$ cat config.mk
export PLATFORM = sky130hd
export DESIGN_NAME = fps_ctrl
export DESIGN_NICKNAME = d
export VERILOG_FILES = /design/src/verilog/fps_prot_guard.v /design/src/verilog/fps_ctrl.v
export VERILOG_INCLUDE_DIRS = /design/src /design/src/verilog
export SDC_FILE = /design/constraint.sdc
export NUM_CORES = 1
export LEC_CHECK = 0
export ABC_AREA = 1
export BUFFER_PORTS_ARGS = -buffer_cell sky130_fd_sc_hd__clkbuf_2
export CAP_MARGIN = 40
export CORE_MARGIN = 1
export CORE_UTILIZATION = 35
export DETAILED_ROUTE_END_ITERATION = 8
export PLACE_DENSITY = 0.7
export SYNTH_ARGS = -nofsm -noshare
export SYNTH_HDL_FRONTEND = slang
export SYNTH_SLANG_ARGS = --single-unit
$ cat constraint.sdc
create_clock -name sys_clk -period 2.5 [get_ports sys_clk]
set_clock_uncertainty 0.1 [all_clocks]
set_input_delay 0.25 -clock sys_clk [delete_from_list [all_inputs] [get_ports sys_clk]]
set_output_delay 0.25 -clock sys_clk [all_outputs]
set_load 0.01 [all_outputs]
$ cat src/verilog/fps_map.vh
`ifndef FPS_MAP_VH
`define FPS_MAP_VH

// register word indices; byte address is four times the index
`define FPS_IDX_DIV 6'h02
`define FPS_IDX_CFG 6'h03
`define FPS_IDX_PROT 6'h04
`define FPS_IDX_STAT 6'h05
`define FPS_IDX_CMD 6'h06

// status register bit positions
`define FPS_BIT_BUFEMPTY 7
`define FPS_BIT_COMPLETE 6
`define FPS_BIT_PROTECTION_VIOLATION_FLAG 5
`define FPS_BIT_ACCESS_ERROR_FLAG 4
`define FPS_BIT_BLANK 2
`define FPS_BIT_FAIL 1
`define FPS_BIT_DONE 0

// config register bit positions
`define FPS_BIT_BEIE 7
`define FPS_BIT_COMPLETE_IRQ_ENABLE 6

// reset values
`define FPS_RST_PROT 3'h7
`define FPS_RST_CFG 2'h0
`define FPS_RST_DIV 8'h00
`define FPS_RST_CMD 8'h00

// allowed target scenarios per source scenario, bit n = target n
`define FPS_ALLOW_0 8'h0f
`define FPS_ALLOW_1 8'h0a
`define FPS_ALLOW_2 8'h0c
`define FPS_ALLOW_3 8'h08
`define FPS_ALLOW_4 8'h18
`define FPS_ALLOW_5 8'h3c
`define FPS_ALLOW_6 8'h5a
`define FPS_ALLOW_7 8'hff

// valid command codes
`define FPS_CMD_VERIFY 8'h05
`define FPS_CMD_PROGRAM 8'h20
`define FPS_CMD_SECTOR 8'h40
`define FPS_CMD_MASS 8'h41

`endif

$ cat src/verilog/fps_prot_guard.v
`timescale 1ns/1ps
`include "fps_map.vh"

module fps_prot_guard (
  input wire [2:0] curScen,
  input wire [2:0] reqScen,
  output reg allow
);

  reg [7:0] mask;

  // permitted target set for the scenario now in force
  always @* begin
    case (curScen)
      3'h0: mask = `FPS_ALLOW_0;
      3'h1: mask = `FPS_ALLOW_1;
      3'h2: mask = `FPS_ALLOW_2;
      3'h3: mask = `FPS_ALLOW_3;
      3'h4: mask = `FPS_ALLOW_4;
      3'h5: mask = `FPS_ALLOW_5;
      3'h6: mask = `FPS_ALLOW_6;
      default: mask = `FPS_ALLOW_7;
    endcase
    allow = mask[reqScen];
  end

endmodule

$ cat src/verilog/fps_ctrl.v
// How it works
// - forbidden protection change requests are dropped, register kept
// - only listed scenario transitions are accepted by protection
// - reading protection returns the scenario in force
// - normal mode: fail and done read zero, complete and blank read-only
// - special mode: fail is clearable, done is read-only
// - status bit 7 shows buffers empty; writing 1 launches, 0 acts only mid sequence
// - zero to buffer-empty mid sequence aborts it and sets access error
// - zero to buffer-empty outside a sequence sets no access error
// - buffer-empty interrupt request while flag and its enable are set
// - complete clears with buffer-empty clear, sets only when all finished
// - complete ignores writes; interrupt request with its enable
// - violation flag sets on protected program or erase, write 1 clears
// - no launch while protection violation is set
// - access error on sequence violation, illegal code, or stop while busy
// - access error clears by writing 1; no launch while set
// - blank sets on erased verify, clears at valid launch, ignores writes
// - blank stays zero after a verify that finds the array not erased
// - special mode fail sets on failed verify, write 1 clears, blocks launch
// - special mode done is zero while an operation is active
// - status register sits at index 0x5
// - launch without a divider write since reset sets access error instead
`timescale 1ns/1ps
`include "fps_map.vh"

module fps_ctrl (
  input wire sys_clk,
  input wire rstn,
  input wire hsel,
  input wire [31:0] haddr,
  input wire [1:0] htrans,
  input wire hwrite,
  input wire [2:0] hsize,
  input wire hready,
  input wire [31:0] hwdata,
  output reg [31:0] hrdata,
  output reg hreadyout,
  output reg hresp,
  input wire specialModePin,
  input wire flashWordWr,
  input wire engineTake,
  input wire engineBusy,
  input wire engineDone,
  input wire protHit,
  input wire verifyBlank,
  input wire verifyFail,
  input wire stopReq,
  output reg launchValid,
  output reg [7:0] launchCmd,
  output reg [2:0] protScenario,
  output reg [7:0] timebaseDiv,
  output reg irqBufEmpty,
  output reg irqComplete
);

  localparam SEQ_IDLE = 2'h0;
  localparam SEQ_ADDR = 2'h1;
  localparam SEQ_CMD = 2'h2;

  localparam SEL_NONE = 3'h0;
  localparam SEL_DIV = 3'h1;
  localparam SEL_CFG = 3'h2;
  localparam SEL_PROT = 3'h3;
  localparam SEL_STAT = 3'h4;
  localparam SEL_CMD = 3'h5;

  // register select from a word index; upper address bits must be zero
  function [2:0] decodeSel;
    input [31:0] addr;
    begin
      if (addr[31:8] != 24'h000000) begin
        decodeSel = SEL_NONE;
      end else if (addr[7:2] == `FPS_IDX_DIV) begin
        decodeSel = SEL_DIV;
      end else if (addr[7:2] == `FPS_IDX_CFG) begin
        decodeSel = SEL_CFG;
      end else if (addr[7:2] == `FPS_IDX_PROT) begin
        decodeSel = SEL_PROT;
      end else if (addr[7:2] == `FPS_IDX_STAT) begin
        decodeSel = SEL_STAT;
      end else if (addr[7:2] == `FPS_IDX_CMD) begin
        decodeSel = SEL_CMD;
      end else begin
        decodeSel = SEL_NONE;
      end
    end
  endfunction

  // legal command codes
  function isValidCmd;
    input [7:0] code;
    begin
      isValidCmd = (code == `FPS_CMD_VERIFY) || (code == `FPS_CMD_PROGRAM) ||
        (code == `FPS_CMD_SECTOR) || (code == `FPS_CMD_MASS);
    end
  endfunction

  reg rstMeta_reg, rstSyncN;
  reg modeMeta_reg, special_reg;
  reg xferPend_reg;
  reg xferWr_reg;
  reg [2:0] xferSel_reg;
  reg [1:0] seq_reg, seq_next;
  reg bufFull_reg, bufFull_next;
  reg cmd_complete_flag_reg, cmd_complete_flag_next;
  reg protection_violation_flag_reg, protection_violation_flag_next;
  reg access_error_flag_reg, access_error_flag_next;
  reg blank_reg, blank_next;
  reg fail_reg, fail_next;
  reg done_reg;
  reg divLoaded_reg;
  reg [1:0] cfg_reg;
  reg [7:0] cmdCode_reg, cmdCode_next;
  reg [7:0] rdByte;
  reg seqErr;
  reg launch;
  wire protAllow, wrStb, wrStat, wrCmd;
  wire wrOther, launchReq, zeroWr, errBlock;

  // reset release through two flip-flops
  always @(posedge sys_clk or negedge rstn) begin
    if (!rstn) begin
      rstMeta_reg <= 1'b0;
      rstSyncN <= 1'b0;
    end else begin
      rstMeta_reg <= 1'b1;
      rstSyncN <= rstMeta_reg;
    end
  end

  // mode pin synchroniser
  always @(posedge sys_clk or negedge rstSyncN) begin
    if (!rstSyncN) begin
      modeMeta_reg <= 1'b0;
      special_reg <= 1'b0;
    end else begin
      modeMeta_reg <= specialModePin;
      special_reg <= modeMeta_reg;
    end
  end

  // bus slave: one wait state per transfer, data handled in its first cycle
  always @(posedge sys_clk or negedge rstSyncN) begin
    if (!rstSyncN) begin
      xferPend_reg <= 1'b0;
      xferWr_reg <= 1'b0;
      xferSel_reg <= SEL_NONE;
      hreadyout <= 1'b1;
      hresp <= 1'b0;
      hrdata <= 32'h00000000;
    end else begin
      hresp <= 1'b0;
      if (xferPend_reg) begin
        xferPend_reg <= 1'b0;
        hreadyout <= 1'b1;
        if (!xferWr_reg) begin
          hrdata <= {24'h000000, rdByte};
        end
      end else if (hsel && htrans[1] && hready) begin
        xferPend_reg <= 1'b1;
        xferWr_reg <= hwrite;
        xferSel_reg <= decodeSel(haddr);
        hreadyout <= 1'b0;
      end
    end
  end

  assign wrStb = xferPend_reg && xferWr_reg;
  assign wrStat = wrStb && (xferSel_reg == SEL_STAT);
  assign wrCmd = wrStb && (xferSel_reg == SEL_CMD);
  assign wrOther = wrStb && ((xferSel_reg == SEL_DIV) ||
    (xferSel_reg == SEL_CFG) || (xferSel_reg == SEL_PROT));
  assign launchReq = wrStat && hwdata[`FPS_BIT_BUFEMPTY];
  assign zeroWr = wrStat && !hwdata[`FPS_BIT_BUFEMPTY];
  assign errBlock = protection_violation_flag_reg || access_error_flag_reg || (special_reg && fail_reg);

  // read mux
  always @* begin
    rdByte = 8'h00;
    case (xferSel_reg)
      SEL_DIV: rdByte = timebaseDiv;
      SEL_CFG: rdByte = {cfg_reg, 6'h00};
      SEL_PROT: rdByte = {5'h00, protScenario};
      SEL_CMD: rdByte = cmdCode_reg;
      SEL_STAT: begin
        rdByte[`FPS_BIT_BUFEMPTY] = !bufFull_reg;
        rdByte[`FPS_BIT_COMPLETE] = cmd_complete_flag_reg;
        rdByte[`FPS_BIT_PROTECTION_VIOLATION_FLAG] = protection_violation_flag_reg;
        rdByte[`FPS_BIT_ACCESS_ERROR_FLAG] = access_error_flag_reg;
        rdByte[`FPS_BIT_BLANK] = blank_reg;
        rdByte[`FPS_BIT_FAIL] = special_reg && fail_reg;
        rdByte[`FPS_BIT_DONE] = special_reg && done_reg;
      end
      default: rdByte = 8'h00;
    endcase
  end

  // command write sequence supervisor
  always @* begin
    seq_next = seq_reg;
    cmdCode_next = cmdCode_reg;
    seqErr = 1'b0;
    launch = 1'b0;
    case (seq_reg)
      SEQ_IDLE: begin
        if (flashWordWr) begin
          if (bufFull_reg) begin
            seqErr = 1'b1;
          end else if (!errBlock) begin
            seq_next = SEQ_ADDR;
          end
        end else if (wrCmd || launchReq) begin
          seqErr = 1'b1;
        end
      end
      SEQ_ADDR: begin
        if (flashWordWr || launchReq || wrOther) begin
          seqErr = 1'b1;
          seq_next = SEQ_IDLE;
        end else if (zeroWr) begin
          seqErr = 1'b1;
          seq_next = SEQ_IDLE;
        end else if (wrCmd) begin
          cmdCode_next = hwdata[7:0];
          seq_next = SEQ_CMD;
        end
      end
      SEQ_CMD: begin
        if (flashWordWr || wrCmd || wrOther) begin
          seqErr = 1'b1;
          seq_next = SEQ_IDLE;
        end else if (zeroWr) begin
          seqErr = 1'b1;
          seq_next = SEQ_IDLE;
        end else if (launchReq) begin
          seq_next = SEQ_IDLE;
          if (!divLoaded_reg) begin
            seqErr = 1'b1;
          end else if (!isValidCmd(cmdCode_reg)) begin
            seqErr = 1'b1;
          end else if (!errBlock) begin
            launch = 1'b1;
          end
        end
      end
      default: seq_next = SEQ_IDLE;
    endcase
  end

  // status flag next values; hardware set wins over software clear, except launch wins over engineTake and engineDone
  always @* begin
    bufFull_next = bufFull_reg;
    if (launch) begin
      bufFull_next = 1'b1;
    end else if (engineTake) begin
      bufFull_next = 1'b0;
    end
    cmd_complete_flag_next = cmd_complete_flag_reg;
    if (bufFull_next) begin
      cmd_complete_flag_next = 1'b0;
    end else if (engineDone && !engineTake) begin
      cmd_complete_flag_next = 1'b1;
    end
    access_error_flag_next = access_error_flag_reg;
    if (seqErr || (stopReq && !cmd_complete_flag_reg)) begin
      access_error_flag_next = 1'b1;
    end else if (wrStat && hwdata[`FPS_BIT_ACCESS_ERROR_FLAG]) begin
      access_error_flag_next = 1'b0;
    end
    protection_violation_flag_next = protection_violation_flag_reg;
    if (protHit) begin
      protection_violation_flag_next = 1'b1;
    end else if (wrStat && hwdata[`FPS_BIT_PROTECTION_VIOLATION_FLAG]) begin
      protection_violation_flag_next = 1'b0;
    end
    blank_next = blank_reg;
    if (verifyBlank) begin
      blank_next = 1'b1;
    end else if (launch) begin
      blank_next = 1'b0;
    end
    fail_next = fail_reg;
    if (special_reg && verifyFail) begin
      fail_next = 1'b1;
    end else if (special_reg && wrStat && hwdata[`FPS_BIT_FAIL]) begin
      fail_next = 1'b0;
    end
  end

  // status and sequence state
  always @(posedge sys_clk or negedge rstSyncN) begin
    if (!rstSyncN) begin
      seq_reg <= SEQ_IDLE;
      bufFull_reg <= 1'b0;
      cmd_complete_flag_reg <= 1'b1;
      access_error_flag_reg <= 1'b0;
      protection_violation_flag_reg <= 1'b0;
      blank_reg <= 1'b0;
      fail_reg <= 1'b0;
      done_reg <= 1'b1;
      cmdCode_reg <= `FPS_RST_CMD;
    end else begin
      seq_reg <= seq_next;
      bufFull_reg <= bufFull_next;
      cmd_complete_flag_reg <= cmd_complete_flag_next;
      access_error_flag_reg <= access_error_flag_next;
      protection_violation_flag_reg <= protection_violation_flag_next;
      blank_reg <= blank_next;
      fail_reg <= fail_next;
      done_reg <= !engineBusy;
      cmdCode_reg <= cmdCode_next;
    end
  end

  fps_prot_guard uGuard (
    .curScen(protScenario),
    .reqScen(hwdata[2:0]),
    .allow(protAllow)
  );

  // configuration, divider and protection registers
  always @(posedge sys_clk or negedge rstSyncN) begin
    if (!rstSyncN) begin
      protScenario <= `FPS_RST_PROT;
      cfg_reg <= `FPS_RST_CFG;
      timebaseDiv <= `FPS_RST_DIV;
      divLoaded_reg <= 1'b0;
    end else begin
      if (wrStb && (xferSel_reg == SEL_PROT) && protAllow) begin
        protScenario <= hwdata[2:0];
      end
      if (wrStb && (xferSel_reg == SEL_CFG)) begin
        cfg_reg <= hwdata[`FPS_BIT_BEIE:`FPS_BIT_COMPLETE_IRQ_ENABLE];
      end
      if (wrStb && (xferSel_reg == SEL_DIV)) begin
        timebaseDiv <= hwdata[7:0];
        divLoaded_reg <= 1'b1;
      end
    end
  end

  // engine launch and interrupt request outputs
  always @(posedge sys_clk or negedge rstSyncN) begin
    if (!rstSyncN) begin
      launchValid <= 1'b0;
      launchCmd <= `FPS_RST_CMD;
      irqBufEmpty <= 1'b0;
      irqComplete <= 1'b0;
    end else begin
      launchValid <= bufFull_next;
      if (launch) begin
        launchCmd <= cmdCode_reg;
      end
      irqBufEmpty <= !bufFull_next && cfg_reg[1];
      irqComplete <= cmd_complete_flag_next && cfg_reg[0];
    end
  end

endmodule

# == Word-level counts from Yosys, hierarchy flattened ==
# Index checks and enable logic that the tools add are counted.
# word_totals
out_inout_bits,56
ff_bits,59
in_bits,83
# classes
mux,56
n_reduce_logical,54
eq_ne,27
bitwise_logic,4
order_cmp,1
# ops
cell,count
$pmux 8 s7,1
$mux 1,34
$reduce_bool 24->1,1
$logic_and 1x1->1,23
$eq 6x3->1 const B,3
$mux 2,9
$mux 3,6
$eq 8x7->1 const B,2
$pmux 4 s4,1
$eq 3x3->1 const B,5
$logic_or 1x1->1,13
$eq 3x2->1 const B,4
$eq 6x2->1 const B,2
$pmux 3 s4,1
$reduce_bool 2->1,5
$eq 8x3->1 const B,1
$eq 8x6->1 const B,1
$ne 4x4->1 const B,2
$eq 3x1->1 const B,2
$logic_not 1->1,6
$ne 2x2->1 const B,3
$pmux 2 s3,1
$reduce_and 5->1,1
$lt 3x4->1 const B,1
other kinds (10),14

# == Logic depth before layout (Yosys ltp) ==
# depth
word_depth,13
depth_mapped,11
ltp_nobuf,11

# == Hierarchy ==
# Synthesis repeated with hierarchy kept, for this count alone.
# hier_totals
cells_unflattened,384
hier_area_um2,3069.2
# by_module_without_submodules
mod,seq_area_each_um2,instances,area_each_um2,cells_each
fps_ctrl,1483.9,1,2954.1,357
fps_prot_guard,0.0,1,115.1,27

# == Least setup slack after synthesis ==
# No wires, ideal clock.
# synth_path
kind,register -> register
start,register xferSel_reg[1]
end,register blank_reg
required_time_ns,2.282
n_path_buf,1
path_stages_with_launch,11
setup_slack_ns,0.931
t_arrival_ns,1.351
path_cell_list,dfrtp_1 inv_2 nand2_4 nor2_4 nand2_4 nor2_4 nand2_1 nor2_1 nand2_1 buf_6 a21o_1
# synth_between
elab_chain_len,8
word_cells_on_any_way,19
classes_between,eq/ne (5); mux (4); reduce/logical (10)
# synth_lines
item,line,text
start: declaration,fps_ctrl.v:102,reg [2:0] xferSel_reg;
start signal: assignment,fps_ctrl.v:162,xferSel_reg <= decodeSel(haddr);
$eq 3x3->1 (tied with other cells),fps_ctrl.v:169,assign wrStat = wrStb && (xferSel_reg == SEL_STAT);
$logic_and 1x1->1 / $logic_or 1x1->1 (equally long branches),"fps_ctrl.v:169, fps_ctrl.v:171",
$logic_and 1x1->1 / $logic_or 1x1->1 (equally long branches),"fps_ctrl.v:173, fps_ctrl.v:172",
$mux 1 / $logic_and 1x1->1 (equally long branches),"fps_ctrl.v:235, fps_ctrl.v:171",
$mux 1 / $logic_or 1x1->1 (equally long branches),"fps_ctrl.v:232, fps_ctrl.v:229",
$mux 1 (*),fps_ctrl.v:229,if (flashWordWr || wrCmd || wrOther) begin
$mux 1 (*),fps_ctrl.v:204,case (seq_reg)
$reduce_bool 2->1 (no line) (*),--,
end signal: assignment,fps_ctrl.v:308,blank_reg <= blank_next;
end: declaration,fps_ctrl.v:108,"reg blank_reg, blank_next;"
# Every way passes the cells marked *; elsewhere a longest branch is shown, timed or not.
# A chain may end at the register's enable or synchronous reset.

# == Final worst setup path ==
# layout_path
start,register xferSel_reg[1]
end,register launchCmd[5]
# layout_between
elab_chain_len,7
word_cells_on_any_way,18
classes_between,eq/ne (5); mux (4); reduce/logical (9)
# layout_lines
item,line,text
$eq 3x3->1 (tied with other cells),fps_ctrl.v:169,
$logic_and 1x1->1 / $logic_or 1x1->1 (equally long branches),"fps_ctrl.v:169, fps_ctrl.v:171",
$logic_and 1x1->1 / $logic_or 1x1->1 (equally long branches),"fps_ctrl.v:173, fps_ctrl.v:172",
$mux 1 / $logic_and 1x1->1 (equally long branches),"fps_ctrl.v:235, fps_ctrl.v:171",
$mux 1 / $logic_or 1x1->1 (equally long branches),"fps_ctrl.v:232, fps_ctrl.v:229",
$mux 1 (*),fps_ctrl.v:229,
$mux 1 (*),fps_ctrl.v:204,
end signal: assignment,fps_ctrl.v:346,launchCmd <= `FPS_RST_CMD;
end signal: assignment,fps_ctrl.v:352,launchCmd <= cmdCode_reg;
end: declaration,fps_ctrl.v:49,"output reg [7:0] launchCmd,"
# Marks and branches as above.

==> run_results.csv <==
group,metric,value,unit
outcome,status,"finished, final reports clean",
drt,drt-initial-drc-count,152,
worst_setup_path,cp_data_required_time,2.68,ns
synth,ys_seq_elements,59,
global_routing,grt.overflow.total,0,
synth,yosysWarnings,0,
global_routing,grt_pass1_vias,2473,
drt,drtPass1Iterations,4,
layout,drive_gt1_share,29.3,%
worst_setup_path,r2r_end,"launchCmd[5]$_DFFE_PN0P_",
placed_design,post-dp-hpwl,5.50,mm
layout,diodes,0,
clocking,cts_setup_buffers,0,
global_routing,grt_usage,16.6,%
power,power.density,585,nW/um^2
drt,antenna_left,0,
floorplan,die_x,95.6,um
power,p_leak,2.05,nW
sta,rsz0062_at_grt,"no",
layout,final_common_cell,"nand2_1",
placed_design,pre_cts_ws,0.546,ns
clocking,cts_htree_levels,3,
synth,ys_types,38,
floorplan,fp.coreArea,8340,sq um
worst_setup_path,cp_cell_sequence,"inv_2 > nand2_4 > nor2_4 > nand2_4 > nor2_4 > nand2_1 > nor2_1 > nand2_1 > inv_1 > nand2_1 > nand2_1",
sta,finalSetupViolCount,0,
worst_setup_path,worstSetupPathType,"flop to flop",
sta,final.setup.tns,0,ns
placed_design,place_inst,551,
drt,wl_per_cell,12.3,um
sta,timing.fmax,0.512,GHz
placed_design,gp_congestion,0.885,
floorplan,start_util,36.7,%
layout,final_nets,546,
sta,hold_violations,0,
sta,timing.final.ws_setup,0.546,ns
layout,area_growth,24.3,%
clocking,cts-root-buf,"clkbuf_8",
hold_path,hold_path_class,"input pin to flop",
worst_setup_path,worstPathArrival,2.13,ns
drt,routed_wl,7.01,mm
layout,finalNonFillerCells,572,
sta,tightest_slew,0.831,ns
global_routing,antenna_found_initial,0,
floorplan,rows,33,
worst_setup_path,crit_path_top_delay_cell,"dfrtp_1",
sta,finalCritPeriodShare,78.2,%
drt,vias,2595,
sta,period_minus_slack,1.95,ns
clocking,clock_latency,0.35,ns
clocking,clk_path_buf_depth,2,
worst_setup_path,crit_start,"xferSel_reg[1]$_DFFE_PN0P_",
drt,via_per_inst,4.54,
clocking,cts_tree,"done",
floorplan,dieArea,9130,sq um
flow_run,maxCapViolCount,0,
worst_setup_path,cp_common_cell,"nand2_1",
drt,drc,0,
layout,final_util,45.7,%
power,ir_worst_vdd,0.305,mV
worst_setup_path,start_kind,"flop",
worst_setup_path,critPathCaptureType,"flop",
worst_setup_path,rr_worst_depth,11,
worst_setup_path,r2r-start,"xferSel_reg[1]$_DFFE_PN0P_",
worst_setup_path,cpPeakStageDelay,0.45,ns
synth,avgSynthCellArea,8.37,sq um
clocking,clk_pin_slew,0.06,ns
synth,ys_seq_area_share,48.4,%
sta,slew_headroom,44.6,%
floorplan,die_h,95.6,um
hold_path,min_from,"hwrite",
worst_setup_path,cp-endpoint,"launchCmd[5]$_DFFE_PN0P_",
global_routing,grt_pass1_wl,11.4,mm
worst_setup_path,critPathMaxFanout,11,
worst_setup_path,r2r_slack,0.55,ns
sta,slew_viol_final,0,
global_routing,grt_max_degree,38,
layout,layout_common_cells,"92 x nand2_1, 83 x clkbuf_2, 52 x dfrtp_1",
floorplan,io_pins,139,
clocking,cts.sinks,59,
synth,syn_inst,366,
synth,synthesis.area,3060,sq um
placed_design,portBuffers,83,
clocking,numCtsBuffers,9,
==> kinds of logic (layout without fill, tap and decap cells) <==
| group | count (synthesis) | count (layout) | synth area share (%) |
|---|---|---|---|
| AO/OA/AOI/OAI | 59 | 59 | 11.8 |
| XOR/XNOR | 1 | 1 | 0.286 |
| adder cells (fa/ha/maj) | 1 | 1 | 0.408 |
| buffers and inverters | 80 | 157 | 13.8 |
| flip-flops | 59 | 59 | 48.4 |
| other | 2 | 26 | 0.245 |
| AND/OR/NAND/NOR | 164 | 164 | 25.0 |
==> worst min-delay path by stage <==
| stage | to | slack [ns] | depth (start not counted) |
|---|---|---|---|
| after floorplan | rstMeta_reg$_DFF_PN0_ | -0.15 | 0 |
| after global placement | rstMeta_reg$_DFF_PN0_ | -0.06 | 1 |
| after detailed placement | rstMeta_reg$_DFF_PN0_ | -0.06 | 1 |
| after CTS | xferWr_reg$_DFFE_PN0P_ | 0.002 | 3 |
| after global routing | xferWr_reg$_DFFE_PN0P_ | 0.02 | 3 |
| final | xferWr_reg$_DFFE_PN0P_ | 0.007 | 3 |
==> layer usage <==
layer / routed length, um / vias to the layer above / global-route usage [%]
li1: - / 1316 / -
met1: 3260 / 1182 / 21.0
met2: 3310 / 86 / 26.9
met3: 331 / 11 / 4.39
met4: 107 / 0 / 6.59
met5: 0 / - / 0
==> cell type report <==
type	instances	area [sq um]
multi-input cells	251	1250
clock buffers	12	165
flip-flops and latches	59	1490
inverters	51	205
fillers	855	4530
well taps	105	131
clock inverters	4	95.1
repair buffers	90	480
==> critical path: cells and delay by family (launching register included) <==
kind	cells	cell delay, ns
DFF	1	0.45
and+or+nand+nor	9	0.98
buffers and inverters	2	0.35
==> metrics by stage <==
step | instance area [sq um] | hold WS (ns) | power [W]
2_1_floorplan | 3150 | -0.146 | 0.00109
3_3_place_gp | 3500 | -0.0640 | 0.00112
3_5_place_dp | 3500 | -0.0624 | 0.00112
4_1_cts | 3810 | 0.00161 | 0.00225
5_1_grt | 3810 | 0.0152 | 0.00231
6_report | 3810 | 0.00711 | 0.00223
==> power by group <==
group / switching, W / total [W] / internal (W)
Clock: 0.000374 / 0.00112 / 0.000742
Sequential: 0.0000167 / 0.000985 / 0.000968
Combinational: 0.0000733 / 0.000125 / 0.0000522
Total: 0.000464 / 0.00223 / 0.00176
==> repair_timing <==
action                                 4_1_cts  5_1_grt
endpoints found under the hold margin        6        0
resized for setup                            0        0
hold buffers                                 5        0
==> synthesized netlist by cell type <==
cell	n	area share, %
buf_6	2	0.73
o32ai_1	1	0.29
bufinv_8	1	0.57
a22o_1	1	0.29
inv_2	4	0.49
o21ai_1	5	0.82
nand3b_1	1	0.25
xnor2_1	1	0.29
nand3_1	16	2.6
nor3_4	1	0.53
o211ai_1	2	0.49
nand3_4	1	0.57
ha_1	1	0.41
inv_1	46	5.6
conb_1	2	0.25
nand3b_4	1	0.65
dfrtp_1	53	43
nor4_1	4	0.82
o31ai_1	1	0.25
buf_4	25	6.1
nor2_4	3	1.1
nand2_4	3	1.1
clkbuf_1	1	0.12
nand4_1	5	1.0
o21ai_2	8	2.3
a22oi_1	2	0.49
nor2_1	30	3.7
dfstp_2	6	5.1
o2111ai_1	2	0.57
nand2_1	92	11
buf_2	1	0.16
nand2_2	6	1.2
nor2_2	1	0.20
o21bai_1	1	0.25
a21o_1	1	0.25
a21oi_1	7	1.1
o22ai_1	2	0.41
o21ai_0	26	4.2
No activity file was read; power rests on OpenSTA's default activity.
